**config.mk**
```make
export PLATFORM = sky130hd
export DESIGN_NAME = cwf_top
export DESIGN_NICKNAME = d
export VERILOG_FILES = /design/src/hw/cwf_pkg.sv /design/src/hw/cwf_top.sv
export SDC_FILE = /design/constraint.sdc
export NUM_CORES = 1
export LEC_CHECK = 0
export ABC_AREA = 0
export BUFFER_PORTS_ARGS = -buffer_cell sky130_fd_sc_hd__buf_2
export CAP_MARGIN = 40
export CORE_MARGIN = 5
export CORE_UTILIZATION = 52
export CTS_BUF_LIST = sky130_fd_sc_hd__clkbuf_2 sky130_fd_sc_hd__clkbuf_4 sky130_fd_sc_hd__clkbuf_8
export CTS_CLUSTER_DIAMETER = 50
export DETAILED_ROUTE_END_ITERATION = 6
export PLACE_DENSITY_LB_ADDON = 0.3
export SETUP_SLACK_MARGIN = 0.3
export SLEW_MARGIN = 5
export SYNTH_ARGS = -nofsm -noshare
export SYNTH_HDL_FRONTEND = slang
export SYNTH_SLANG_ARGS = --single-unit
export TNS_END_PERCENT = 30
```
**constraint.sdc**
```tcl
create_clock -name clock -period 4 [get_ports clock]
set_clock_uncertainty 0.1 [all_clocks]
set_input_delay 0.8 -clock clock [delete_from_list [all_inputs] [get_ports clock]]
set_output_delay 0.8 -clock clock [all_outputs]
set_load 0.01 [all_outputs]
```
**src/hw/cwf_pkg.sv**
```systemverilog
/*
  constants, field layout and state types of the comparator window filter.
  assumes a single 100 MHz bus clock and an axi4-lite register port.
*/
package cwf_pkg;

  localparam logic [3:0] OFS_CTRL0  = 4'h0;
  localparam logic [3:0] OFS_CTRL1  = 4'h4;
  localparam logic [3:0] OFS_PERIOD = 4'h8;
  localparam logic [3:0] OFS_STATUS = 4'hc;

  localparam int CTRL1_ON  = 0;
  localparam int CTRL1_INV = 1;
  localparam int CTRL1_WE  = 2;
  localparam int CTRL1_SE  = 3;

  localparam int STS_OUT  = 0;
  localparam int STS_RISE = 1;
  localparam int STS_FALL = 2;
  localparam int STS_RIE  = 3;
  localparam int STS_FIE  = 4;

  localparam logic [7:0] RST_COUNT  = 8'h00;
  localparam logic [7:0] RST_PERIOD = 8'h00;
  localparam logic [1:0] RESP_OKAY   = 2'h0;
  localparam logic [1:0] RESP_SLVERR = 2'h2;

  typedef enum {
    MODE_OFF, MODE_CONT, MODE_SAMPLED, MODE_WIN, MODE_WIN_FILT
  } cwf_mode_t;

  typedef struct packed {
    logic [2:0] chain;
    logic       clean;
  } cwf_sync_t;

  typedef struct packed {
    cwf_sync_t  cmp;
    cwf_sync_t  win;
    cwf_sync_t  smp;
    logic       smp_prev;
    logic [7:0] agree_count;
    logic [7:0] sample_period;
    logic       comparator_on;
    logic       polarity_flip;
    logic       window_enable;
    logic       ext_sample_on;
    logic       rise_irq_enable;
    logic       fall_irq_enable;
    logic       rise_flag;
    logic       fall_flag;
    logic       win_latch;
    logic [7:0] div_cnt;
    logic [7:0] agree_run;
    logic       filt_out;
    logic       status_out;
    logic       aw_have;
    logic       w_have;
    logic [3:0] aw_addr;
    logic [31:0] w_data;
    logic [3:0] w_strb;
    logic       bvalid;
    logic [1:0] bresp;
    logic       rvalid;
    logic [1:0] rresp;
    logic [31:0] rdata;
  } cwf_state_t;

endpackage : cwf_pkg

```
**src/hw/cwf_top.sv**
```systemverilog
/*
  comparator window filter: window latch, resampler, agreement filter,
  edge flags and an axi4-lite register slave.
  assumes comparator, window and sample inputs are asynchronous pins.
*/
`timescale 1ns/1ns
`default_nettype none
module cwf_top (
  input  wire logic        clock,
  input  wire logic        rst_n,
  input  wire logic        cmp_analog_in,
  input  wire logic        window_in,
  input  wire logic        sample_in,
  output logic             comparator_raw_output,
  output logic             window_stage_output,
  output logic             filtered_output,
  output logic             irq,
  input  wire logic [31:0] s_axi_awaddr,
  input  wire logic        s_axi_awvalid,
  output logic             s_axi_awready,
  input  wire logic [31:0] s_axi_wdata,
  input  wire logic [3:0]  s_axi_wstrb,
  input  wire logic        s_axi_wvalid,
  output logic             s_axi_wready,
  output logic [1:0]       s_axi_bresp,
  output logic             s_axi_bvalid,
  input  wire logic        s_axi_bready,
  input  wire logic [31:0] s_axi_araddr,
  input  wire logic        s_axi_arvalid,
  output logic             s_axi_arready,
  output logic [31:0]      s_axi_rdata,
  output logic [1:0]       s_axi_rresp,
  output logic             s_axi_rvalid,
  input  wire logic        s_axi_rready
);

  cwf_pkg::cwf_state_t q;
  cwf_pkg::cwf_state_t d;
  cwf_pkg::cwf_mode_t  mode;
  logic                cmp_pol;
  logic                filt_off;
  logic                tick;
  logic                sample_val;
  logic                cmp_sync_pol;
  logic                status_src;
  logic                do_write;
  logic [3:0]          rd_idx;

  function automatic cwf_pkg::cwf_sync_t sync_step(
    input cwf_pkg::cwf_sync_t s,
    input logic               pin
  );
    cwf_pkg::cwf_sync_t n;
    // stage zero feeds only stage one
    n.chain = {s.chain[1:0], pin};
    // a change counts once the second and third stages agree
    n.clean = (s.chain[1] == s.chain[2]) ? s.chain[2] : s.clean;
    return n;
  endfunction : sync_step

  // raw comparator is forced low while switched off
  assign comparator_raw_output = q.comparator_on & cmp_analog_in;
  assign cmp_pol = comparator_raw_output ^ q.polarity_flip;

  // filter is bypassed when the sample pin is off and either the agreement count or the period is zero
  assign filt_off = !q.ext_sample_on &&
                    (q.agree_count == 8'h00 || q.sample_period == 8'h00);

  always_comb begin
    if (!q.comparator_on) begin
      mode = cwf_pkg::MODE_OFF;
    end else if (q.window_enable) begin
      mode = filt_off ? cwf_pkg::MODE_WIN : cwf_pkg::MODE_WIN_FILT;
    end else begin
      mode = filt_off ? cwf_pkg::MODE_CONT : cwf_pkg::MODE_SAMPLED;
    end
  end

  always_comb begin
    case (mode)
      cwf_pkg::MODE_OFF: begin
        window_stage_output = 1'b0;
        filtered_output     = 1'b0;
      end
      cwf_pkg::MODE_CONT: begin
        // unclocked path so a fault reaches its target immediately
        window_stage_output = cmp_pol;
        filtered_output     = cmp_pol;
      end
      cwf_pkg::MODE_SAMPLED: begin
        window_stage_output = cmp_pol;
        filtered_output     = q.filt_out;
      end
      cwf_pkg::MODE_WIN: begin
        window_stage_output = q.win_latch;
        filtered_output     = q.win_latch;
      end
      cwf_pkg::MODE_WIN_FILT: begin
        window_stage_output = q.win_latch;
        filtered_output     = q.filt_out;
      end
      default: begin
        window_stage_output = 1'b0;
        filtered_output     = 1'b0;
      end
    endcase
  end

  // clocked paths use the synchronised comparator; the window stage in
  // windowed modes is the latch, otherwise the synchronised level
  // inverted like the unclocked window stage so both paths agree on level
  assign cmp_sync_pol = (q.cmp.clean & q.comparator_on) ^ q.polarity_flip;
  assign sample_val   = q.window_enable ? q.win_latch : cmp_sync_pol;
  // filter clock: sample pin edge or bus clock divided by sample_period
  assign tick = q.ext_sample_on ? (q.smp.clean & !q.smp_prev)
                                : (q.div_cnt + 8'h01 >= q.sample_period);
  assign status_src = (mode == cwf_pkg::MODE_CONT) ? (q.cmp.clean ^
                      q.polarity_flip) : filtered_output;

  assign s_axi_awready = !q.aw_have && !q.bvalid;
  assign s_axi_wready  = !q.w_have && !q.bvalid;
  assign s_axi_arready = !q.rvalid;
  assign s_axi_bvalid  = q.bvalid;
  assign s_axi_bresp   = q.bresp;
  assign s_axi_rvalid  = q.rvalid;
  assign s_axi_rresp   = q.rresp;
  assign s_axi_rdata   = q.rdata;
  assign irq = (q.rise_flag & q.rise_irq_enable) |
               (q.fall_flag & q.fall_irq_enable);
  assign do_write = q.aw_have && q.w_have && !q.bvalid;
  assign rd_idx   = s_axi_araddr[3:0];

  always_comb begin
    d = q;
    d.cmp = sync_step(q.cmp, cmp_analog_in);
    d.win = sync_step(q.win, window_in);
    d.smp = sync_step(q.smp, sample_in);
    d.smp_prev = q.smp.clean;

    // window latch follows comparator only while window is high
    if (q.window_enable && q.win.clean) begin
      d.win_latch = cmp_sync_pol;
    end

    if (filt_off || !q.comparator_on) begin
      // known filter state while sampling is switched off
      d.div_cnt   = 8'h00;
      d.agree_run = 8'h00;
      d.filt_out  = 1'b0;
    end else begin
      if (!q.ext_sample_on) begin
        d.div_cnt = tick ? 8'h00 : q.div_cnt + 8'h01;
      end
      if (tick) begin
        if (q.agree_count <= 8'h01) begin
          d.filt_out = sample_val;
        end else if (sample_val == q.filt_out) begin
          d.agree_run = 8'h00;
        end else if (q.agree_run + 8'h02 > q.agree_count) begin
          d.filt_out  = sample_val;
          d.agree_run = 8'h00;
        end else begin
          d.agree_run = q.agree_run + 8'h01;
        end
      end
    end

    d.status_out = status_src;

    if (s_axi_awvalid && s_axi_awready) begin
      d.aw_have = 1'b1;
      d.aw_addr = s_axi_awaddr[3:0];
    end
    if (s_axi_wvalid && s_axi_wready) begin
      d.w_have = 1'b1;
      d.w_data = s_axi_wdata;
      d.w_strb = s_axi_wstrb;
    end
    if (q.bvalid && s_axi_bready) begin
      d.bvalid = 1'b0;
    end
    if (do_write) begin
      d.aw_have = 1'b0;
      d.w_have  = 1'b0;
      d.bvalid  = 1'b1;
      d.bresp   = cwf_pkg::RESP_OKAY;
      case (q.aw_addr)
        cwf_pkg::OFS_CTRL0: begin
          if (q.w_strb[0]) d.agree_count = q.w_data[7:0];
        end
        cwf_pkg::OFS_CTRL1: begin
          if (q.w_strb[0]) begin
            d.comparator_on = q.w_data[cwf_pkg::CTRL1_ON];
            d.polarity_flip = q.w_data[cwf_pkg::CTRL1_INV];
            d.window_enable = q.w_data[cwf_pkg::CTRL1_WE];
            d.ext_sample_on = q.w_data[cwf_pkg::CTRL1_SE];
          end
        end
        cwf_pkg::OFS_PERIOD: begin
          if (q.w_strb[0]) d.sample_period = q.w_data[7:0];
        end
        cwf_pkg::OFS_STATUS: begin
          if (q.w_strb[0]) begin
            if (q.w_data[cwf_pkg::STS_RISE]) d.rise_flag = 1'b0;
            if (q.w_data[cwf_pkg::STS_FALL]) d.fall_flag = 1'b0;
            d.rise_irq_enable = q.w_data[cwf_pkg::STS_RIE];
            d.fall_irq_enable = q.w_data[cwf_pkg::STS_FIE];
          end
        end
        default: d.bresp = cwf_pkg::RESP_SLVERR;
      endcase
    end

    // edges set after the clear so a coinciding event is kept
    if (status_src && !q.status_out) d.rise_flag = 1'b1;
    if (!status_src && q.status_out) d.fall_flag = 1'b1;

    if (q.rvalid && s_axi_rready) begin
      d.rvalid = 1'b0;
    end
    if (s_axi_arvalid && s_axi_arready) begin
      d.rvalid = 1'b1;
      d.rresp  = cwf_pkg::RESP_OKAY;
      d.rdata  = 32'h0000_0000;
      case (rd_idx)
        cwf_pkg::OFS_CTRL0:  d.rdata[7:0] = q.agree_count;
        cwf_pkg::OFS_PERIOD: d.rdata[7:0] = q.sample_period;
        cwf_pkg::OFS_CTRL1: begin
          d.rdata[cwf_pkg::CTRL1_ON]  = q.comparator_on;
          d.rdata[cwf_pkg::CTRL1_INV] = q.polarity_flip;
          d.rdata[cwf_pkg::CTRL1_WE]  = q.window_enable;
          d.rdata[cwf_pkg::CTRL1_SE]  = q.ext_sample_on;
        end
        cwf_pkg::OFS_STATUS: begin
          d.rdata[cwf_pkg::STS_OUT]  = q.status_out;
          d.rdata[cwf_pkg::STS_RISE] = q.rise_flag;
          d.rdata[cwf_pkg::STS_FALL] = q.fall_flag;
          d.rdata[cwf_pkg::STS_RIE]  = q.rise_irq_enable;
          d.rdata[cwf_pkg::STS_FIE]  = q.fall_irq_enable;
        end
        default: d.rresp = cwf_pkg::RESP_SLVERR;
      endcase
    end
  end

  always_ff @(posedge clock or negedge rst_n) begin
    if (!rst_n) begin
      q <= '0;
      q.agree_count   <= cwf_pkg::RST_COUNT;
      q.sample_period <= cwf_pkg::RST_PERIOD;
    end else begin
      q <= d;
    end
  end
endmodule : cwf_top
`default_nettype wire

```
==> flow_metrics.env, run 1 <==
export IMPL_status="finished clean"
export IMPL_rsz0062_at_grt="no"
export IMPL_critPathKind="flop to primary output"
export IMPL_core_area_um2=8590
export IMPL_pwr_density_cell_nw_per_um2=620
export IMPL_place_congestion=0.811
export IMPL_finalCritPeriodShare_pct=89.5
export IMPL_antenna_found_initial=0
export IMPL_cp_data_required_time_ns=3.10
export IMPL_drc=0
export IMPL_instances_no_fill=575
export IMPL_cp_slowest_cell="or4_1"
export IMPL_cp_cell_sequence="or4_1 -> nor3_2 -> a22oi_2 -> ha_4 -> inv_4 -> nor2_2 -> a211o_1 -> a21oi_2 -> o21a_1 -> buf_2"
export IMPL_critPathTopFamily="simple AND/OR/NAND/NOR gates"
export IMPL_hp_class="primary input to async pin"
export IMPL_syn_cell_area_um2=4500
export IMPL_critical_path_max_stage_delay_ns=0.56
export IMPL_ys_flop_type="dfrtp_1"
export IMPL_ctsHoldBuffers=0
export IMPL_post_synth_top_area_cell="dfrtp_1"
export IMPL_multi_input_area_um2=2100
export IMPL_wire_per_inst_um=15.5
export IMPL_synth_top_area_share_pct=46.2
export IMPL_final_setup_worst_slack_ns=0.418
export IMPL_endpoint_kind="primary output"
export IMPL_num_nets_final=592
export IMPL_path_max_fanout=4
export IMPL_yosysMostFrequentCell="dfrtp_1"
export IMPL_maxCapViolations=0
export IMPL_cts_clk_slew_worst_paths_ns=0.09
export IMPL_pwr_share_clk_pct=18.4
export IMPL_finalSetupViolations=0
export IMPL_cts_tree="yes"
export IMPL_p_leak_uw=0.00229
export IMPL_grt_pass1_vias=3052
export IMPL_boundaryPins=155
export IMPL_combPwrFrac_pct=39.6
export IMPL_synth_seq_area_share_pct=46.2
export IMPL_reg2reg_from="q[84]$_DFFE_PN0P_"
export IMPL_startpoint_type="flop"
export IMPL_cts_max_level=3
export IMPL_path_depth=10
export IMPL_p_sw_share_pct=38.8
export IMPL_fin_setup_tns_ns=0
export IMPL_diodes=0
export IMPL_cts_made_buffers=9
export IMPL_fillCellCount=747
export IMPL_drtIter0Drc=167
export IMPL_r2r_cells=10
export IMPL_io_buffers=45
export IMPL_overflow=0
export IMPL_wirelength_um=8910
export IMPL_clock_fmax_ghz=0.279
export IMPL_finalCriticalPeriod_ns=3.58
export IMPL_die_width_um=103
export IMPL_initial_core_util_pct=52.3
export IMPL_synthTopCellsByCount="83 x dfrtp_1, 41 x nand2_1, 36 x buf_4, 28 x o21ai_0, 27 x inv_1"
export IMPL_crit_arrival_ns=2.68
export IMPL_synthCells=421
export IMPL_timing_hold_violations_final=0
export IMPL_cp_num_buf_inv=2
export IMPL_dieHeight_um=103
export IMPL_vias_per_cell=5.44
export IMPL_die_area_um2=10600
export IMPL_seq_area_um2=2080
export IMPL_first_pass_iters=4
export IMPL_slew_viol_final=0
export IMPL_irDropWorstVdd_v=0.000471
export IMPL_pre_cts_slack_ns=0.486
export IMPL_p_int_uw=1860
export IMPL_synth_edf_count=0
export IMPL_slew_headroom_pct=43.7
export IMPL_drive_gt1_share_pct=24.4
export IMPL_antenna_left=0
export IMPL_avgSynthCellArea_um2=10.7
export IMPL_synthTopCellsByArea="dfrtp_1 46%, mux2_2 6.3%, buf_4 6.0%"
export IMPL_vias=3127
export IMPL_cts_path_max_buffers=2
export IMPL_tightest_slew_ns=0.843
export IMPL_clk_latency_ns=0.35
export IMPL_p_sw_uw=1180
export IMPL_syn_to_final_growth_pct=9.23
export IMPL_seqPwrFrac_pct=42.0
export IMPL_dpl_hpwl_um=6740
export IMPL_synth_seq_cells=83
export IMPL_synth_distinct_cells=64
export IMPL_synthArstFlopShare_pct=100
export IMPL_startpoint="q[114]$_DFFE_PN0P_"
export IMPL_numPlacedInstances=555
export IMPL_root_buffer="clkbuf_8"
export IMPL_grt_max_degree=58
export IMPL_cts_sinks=83
export IMPL_grt_usage_pct=17.9
export IMPL_ys_warn_count=0
export IMPL_rows=34
export IMPL_grt_pass1_wl_um=14800
==> layout by cell type, fill, tap and decap left out, types with 5 or more instances in the layout <==
cell type,synthesis,routed
nand2_1,41,41
ha_1,20,19
xnor2_1,10,10
mux2_2,25,25
dfrtp_1,83,83
a21oi_1,6,5
buf_4,36,8
conb_1,1,26
a22o_1,7,7
nand3_1,14,14
clkbuf_8,0,10
nor2_1,12,11
nand4_1,6,6
xor2_1,7,7
inv_1,27,26
nor2b_1,5,5
nand2b_1,8,8
o21ai_0,28,28
buf_2,3,44
==> layer usage <==
metal	global-route usage [%]	part of all wire (%)
met2	27.5	46
met1	24.9	46
met4	7.17	1.8
met3	3.65	5.9
met5	0	0
==> metrics by stage <==
step / hold slack [ns] / area, um2 / util [%] / power [uW]
2_1_floorplan: 0.231 / 4590 / - / 2090
3_3_place_gp: 0.233 / 4650 / 54.1 / 2310
3_5_place_dp: 0.239 / 4680 / 54.4 / 2370
4_1_cts: 0.251 / 4890 / 57.0 / 3010
5_1_grt: 0.271 / 4910 / 57.2 / 3260
6_report: 0.251 / 4910 / 57.2 / 3040
==> area by class of cell <==
cell class                      count  area share, %
Clock buffer                       10           2.80
Clock inverter                      6          0.968
Multi-Input combinational cell    288           42.8
Tap cell                          108           2.75
Inverter                           27           2.11
Sequential cell                    83           42.3
Timing Repair Buffer               53           6.26
==> power by group through the flow <==
stage          Sequential, uW  Clock [uW]  Combinational [uW]
3_5_place_dp             1290           0                1080
5_1_grt                  1310         620                1330
3_3_place_gp             1280           0                1030
2_1_floorplan            1200           0                 890
6_report                 1280         559                1210
4_1_cts                  1280         581                1150
==> flip-flops by register name, indices dropped and copies added (netlist names) <==
register      flops
d                 7
q                64
s_axi_bresp       1
s_axi_bvalid      1
s_axi_rdata       8
s_axi_rresp       1
s_axi_rvalid      1
==> cells by family after synthesis <==
| logic type | Yosys count | synth area share, % |
|---|---|---|
| AOI/OAI and AO/OA | 79 | 12.6 |
| xor gates and xnor gates | 17 | 3.31 |
| adders and majority gates | 23 | 6.23 |
| buffers and inverters | 75 | 9.68 |
| DFF | 83 | 46.2 |
| muxes | 29 | 8.34 |
| other | 1 | 0.0834 |
| and+or+nand+nor | 114 | 13.6 |
==> path summary, 6_finish.rpt <==
| check | slack [ns] | end |
|---|---|---|
| min reg2reg | 0.26 | d[131]$_DFF_PN0_ |
| max reg2reg | 0.88 | q[89]$_DFFE_PN0P_ |
| max in group asynchronous | 2.95 | q[48]$_DFFE_PN0P_ |
| min in group clock | 0.26 | d[131]$_DFF_PN0_ |
| min | 0.25 | q[96]$_DFFE_PN0P_ |
| max | 0.42 | filtered_output |
==> timing repair <==
item | CTS | global route
gates resized for setup | 4 | 1
setup buffers | 2 | 2
pin swaps | 2 | 5
endpoints found under the setup margin | 1 | 1
(Power assumes the default switching activity.)
==> run 2, diff against run 1 <==
==> constraint.sdc (replaced) <==
create_clock -name clock -period 3.9 [get_ports clock]
set_clock_uncertainty 0.1 [all_clocks]
set_input_delay 0.78 -clock clock [delete_from_list [all_inputs] [get_ports clock]]
set_output_delay 0.78 -clock clock [all_outputs]
set_load 0.01 [all_outputs]
==> flow_metrics.env, run 2 (synthesis gave the netlist of run 1 again) <==
export IMPL_wirelength_um=9220
export IMPL_clock_fmax_ghz=0.284
export IMPL_first_pass_iters=4
export IMPL_power_total_uw=3330
export IMPL_timing_hold_violations_final=0
export IMPL_final_common_cell="dfrtp_1"
export IMPL_status="finished clean"
export IMPL_cts_max_level=3
export IMPL_timing_rr_end="q[89]$_DFFE_PN0P_"
export IMPL_mostFrequentLayoutCells="83 x dfrtp_1, 44 x buf_2, 41 x nand2_1"
export IMPL_cts_sinks=83
export IMPL_die_area_um2=10600
export IMPL_hp_class="primary input to async pin"
export IMPL_slew_headroom_pct=40.7
export IMPL_antenna_found_initial=0
export IMPL_critPathKind="flop to primary output"
export IMPL_antenna_left=0
export IMPL_vias=3164
export IMPL_crit_arrival_ns=2.64
export IMPL_maxCapViolations=0
export IMPL_crit_path_end="filtered_output"
export IMPL_ff2ff_setup_slack_ns=0.85
export IMPL_wire_per_inst_um=16.0
export IMPL_initial_core_util_pct=52.3
export IMPL_overflow=0
export IMPL_grt_pass1_wl_um=15300
export IMPL_fin_setup_tns_ns=0
export IMPL_whs_ns=0.219
export IMPL_cts_clk_slew_worst_paths_ns=0.09
export IMPL_boundaryPins=155
export IMPL_dpl_hpwl_um=6800
export IMPL_pwr_density_cell_nw_per_um2=667
export IMPL_cts_tree="yes"
export IMPL_slew_viol_final=0
export IMPL_place_congestion=0.796
export IMPL_grt_max_degree=60
export IMPL_drive_gt1_share_pct=24.9
export IMPL_dieHeight_um=103
export IMPL_path_max_fanout=3
export IMPL_drtIter0Drc=149
export IMPL_irDropWorstVdd_v=0.000399
export IMPL_vias_per_cell=5.47
export IMPL_largest_register_ffs=64
export IMPL_grt_usage_pct=18.7
export IMPL_finalCriticalPeriod_ns=3.52
export IMPL_endpoint_kind="primary output"
export IMPL_finalCritPeriodShare_pct=90.1
export IMPL_syn_to_final_growth_pct=11.2
export IMPL_core_area_um2=8590
export IMPL_finalSetupViolations=0
export IMPL_startpoint="q[119]$_DFFE_PN0P_"
export IMPL_top_register="q"
export IMPL_tightest_slew_ns=0.887
export IMPL_io_buffers=45
export IMPL_reg2reg_from="q[84]$_DFFE_PN0P_"
export IMPL_cts_path_max_buffers=2
export IMPL_clk_latency_ns=0.35
export IMPL_p_leak_uw=0.00235
export IMPL_diodes=0
export IMPL_r2r_cells=9
export IMPL_rows=34
export IMPL_grt_pass1_vias=3141
export IMPL_die_width_um=103
export IMPL_drc=0
export IMPL_rsz0062_at_grt="no"
export IMPL_startpoint_type="flop"
export IMPL_cp_data_required_time_ns=3.02
export IMPL_num_nets_final=596
export IMPL_cts_made_buffers=9
export IMPL_root_buffer="clkbuf_8"
[run 2: power breakdown]
group / switching (uW) / total [uW] / internal (uW) / leakage [uW]
clock network: 309 / 757 / 448 / 0.000123
registers: 247 / 1310 / 1070 / 0.00107
logic: 654 / 1260 / 610 / 0.00116
[run 2: what timing repair did]
action | CTS | global route
gates cloned | 0 | 0
setup endpoints to repair | 1 | 1
setup buffers | 6 | 2
pin swaps | 6 | 3
hold buffers | 0 | 0
resized for setup | 4 | 1
[run 2: per-layer routing]
metal / wire [um] / track usage (%) / share of wire [%] / vias to the layer above
li1: - / - / - / 1517
met1: 4280 / 26.0 / 46 / 1550
met2: 4300 / 28.7 / 47 / 86
met3: 528 / 3.99 / 5.7 / 11
met4: 116 / 7.47 / 1.3 / 0
met5: 0 / 0 / 0 / -
[run 2: stage by stage]
stage	setup WS, ns	util (%)	cell area, um2	std cells
finish	0.385	58.2	5000	578
global route	0.267	58.2	5000	578
CTS	0.301	58.0	4980	576
detailed placement	0.408	54.4	4680	555
global placement	0.438	54.1	4650	554
floorplan	0.594	-	4590	446
[run 2: worst min-delay path by stage]
stage | endpoint | slack (ns) | cells after the start
after floorplan | d[127]$_DFF_PN0_ | 0.23 | 0
after global placement | d[135]$_DFF_PN0_ | 0.23 | 0
after detailed placement | d[127]$_DFF_PN0_ | 0.24 | 0
after CTS | q[94]$_DFFE_PN0P_ | 0.22 | 1
after global routing | q[94]$_DFFE_PN0P_ | 0.23 | 1
final | q[94]$_DFFE_PN0P_ | 0.22 | 1
[run 2: critical path: stages, from the launching register on]
cell and delay (ns):
dfrtp_1 0.40, or4_4 0.55, nor4_4 0.20, a22oi_2 0.14, ha_4 0.31, inv_4 0.04, buf_4 0.13, and4_2 0.20
o21a_1 0.18, buf_2 0.13
[run 2: layout make-up]
type                    instances  area (um2)
fillers                       739        3590
clock inverters                 4        98.8
well taps                     108         135
repair buffers                 57         338
flip-flops and latches         83        2080
clock buffers                  11         145
inverters                      27         104
multi-input cells             288        2100
==> run 3, diff against run 2 <==
--- a/config.mk
+++ b/config.mk
@@ -14,6 +14,7 @@
 export CTS_CLUSTER_DIAMETER = 50
 export DETAILED_ROUTE_END_ITERATION = 6
 export PLACE_DENSITY_LB_ADDON = 0.3
+export RECOVER_POWER = 50
 export SETUP_SLACK_MARGIN = 0.3
 export SLEW_MARGIN = 5
 export SYNTH_ARGS = -nofsm -noshare
==> flow_metrics.env, run 3 (synthesis gave the netlist of run 1 again) <==
export IMPL_status="finished clean"
export IMPL_cts_made_buffers=9
export IMPL_p_leak_uw=0.00234
export IMPL_cp_cell_sequence="or4_4 -> nor4_4 -> a22oi_2 -> ha_4 -> inv_4 -> buf_4 -> and4_2 -> o21a_1 -> buf_2"
export IMPL_seq_area_um2=2080
export IMPL_cts_max_level=3
export IMPL_boundaryPins=155
export IMPL_root_buffer="clkbuf_8"
export IMPL_fin_setup_tns_ns=0
export IMPL_core_area_um2=8590
export IMPL_ctsHoldBuffers=0
export IMPL_wl_met2_um=4290
export IMPL_hp_class="flop to flop"
export IMPL_wirelength_um=9230
export IMPL_multi_input_area_um2=2100
export IMPL_grt_usage_pct=18.7
export IMPL_whs_ns=0.257
export IMPL_maxCapViolations=0
export IMPL_die_width_um=103
export IMPL_initial_core_util_pct=52.3
export IMPL_place_congestion=0.796
export IMPL_antenna_found_initial=0
export IMPL_finalSetupViolations=0
export IMPL_crit_arrival_ns=2.63
export IMPL_vias=3176
export IMPL_cp_data_required_time_ns=3.02
export IMPL_wire_per_inst_um=16.0
export IMPL_mostFrequentLayoutCells="83 x dfrtp_1, 43 x buf_2, 41 x nand2_1"
export IMPL_met3_length_um=526
export IMPL_grt_pass1_wl_um=15300
export IMPL_critical_path_max_stage_delay_ns=0.55
export IMPL_critPathKind="flop to primary output"
export IMPL_first_pass_iters=4
export IMPL_vias_per_cell=5.49
export IMPL_pwr_density_cell_nw_per_um2=669
export IMPL_cts_sinks=83
export IMPL_endpoint_kind="primary output"
export IMPL_rsz0062_at_grt="no"
export IMPL_drive_gt1_share_pct=24.5
export IMPL_finalCriticalPeriod_ns=3.51
export IMPL_finalCritPeriodShare_pct=90.1
export IMPL_drc=0
export IMPL_clk_latency_ns=0.36
export IMPL_dieHeight_um=103
export IMPL_dpl_hpwl_um=6800
export IMPL_slew_headroom_pct=4.35
export IMPL_numPlacedInstances=555
export IMPL_cp_slowest_cell="or4_4"
export IMPL_clock_fmax_ghz=0.285
export IMPL_grt_max_degree=60
export IMPL_irDropWorstVdd_v=0.000400
export IMPL_largest_register_ffs=64
export IMPL_instances_no_fill=578
export IMPL_overflow=0
export IMPL_io_buffers=45
export IMPL_cts_clk_slew_worst_paths_ns=0.08
export IMPL_tightest_slew_ns=1.43
export IMPL_rows=34
export IMPL_highest_signal_layer="met4"
export IMPL_grt_pass1_vias=3141
export IMPL_syn_to_final_growth_pct=10.6
export IMPL_cts_tree="yes"
export IMPL_antenna_left=0
export IMPL_timing_hold_violations_final=0
export IMPL_final_common_cell="dfrtp_1"
export IMPL_fillCellCount=740
export IMPL_slew_viol_final=0
export IMPL_die_area_um2=10600
export IMPL_met1Wirelength_um=4260
export IMPL_num_nets_final=596
export IMPL_cts_path_max_buffers=2
export IMPL_top_register="q"
export IMPL_diodes=0
export IMPL_startpoint_type="flop"
export IMPL_drtIter0Drc=127
export IMPL_path_max_fanout=3
==> run 3: what timing repair did <==
item	CTS	global route
pin swaps	6	3
endpoints found under the setup margin	1	1
buffers inserted	6	2
gates resized for setup	4	1
==> run 3: metrics by stage <==
step                setup slack [ns]  power [uW]  util, %  instance area, um2
finish                         0.386        3330     57.9                4970
global route                   0.267        3560     57.9                4970
floorplan                      0.594        2140        -                4590
detailed placement             0.408        2430     54.4                4680
global placement               0.438        2370     54.1                4650
CTS                            0.301        3330     58.0                4980
==> run 3: final timing paths <==
kind                                          from                  to  slack, ns  depth (start not counted)
worst min register to register    d[130]$_DFF_PN0_    d[131]$_DFF_PN0_       0.26                          0
worst max register to register   q[84]$_DFFE_PN0P_   q[89]$_DFFE_PN0P_       0.85                          9
max in group asynchronous                    rst_n  q[115]$_DFFE_PN0P_       1.07                          2
worst max-delay path            q[119]$_DFFE_PN0P_     filtered_output       0.39                          9
min in group asynchronous                    rst_n   q[94]$_DFFE_PN0P_       0.58                          1
worst min-delay path              d[130]$_DFF_PN0_    d[131]$_DFF_PN0_       0.26                          0
==> run 3: final cells by class <==
class	instances	share of cell area (%)
clock buffers	11	2.92
clock inverters	4	1.99
inverters	27	2.09
multi-input cells	288	42.3
flip-flops and latches	83	41.8
well taps	108	2.72
repair buffers	57	6.24
==> run 3: where the power goes <==
group	switching, uW	internal [uW]	total [uW]
combinational	651	606	1260
sequential	249	1070	1320
clock	309	448	757
total	1210	2120	3330
==> run 3: critical path, delay by kind of cell (launching register included) <==
kind / cells / cell delay, ns
adder cells (fa/ha/maj): 1 / 0.31
flip-flops: 1 / 0.40
AND/OR/NAND/NOR: 3 / 0.95
AO/OA/AOI/OAI: 2 / 0.32
buffers and inverters: 3 / 0.30
==> run 3: per-layer routing <==
layer / track usage, % / up-vias
met5: 0 / -
met4: 7.47 / 0
met3: 3.99 / 15
met2: 28.7 / 83
met1: 26.0 / 1561
li1: - / 1517
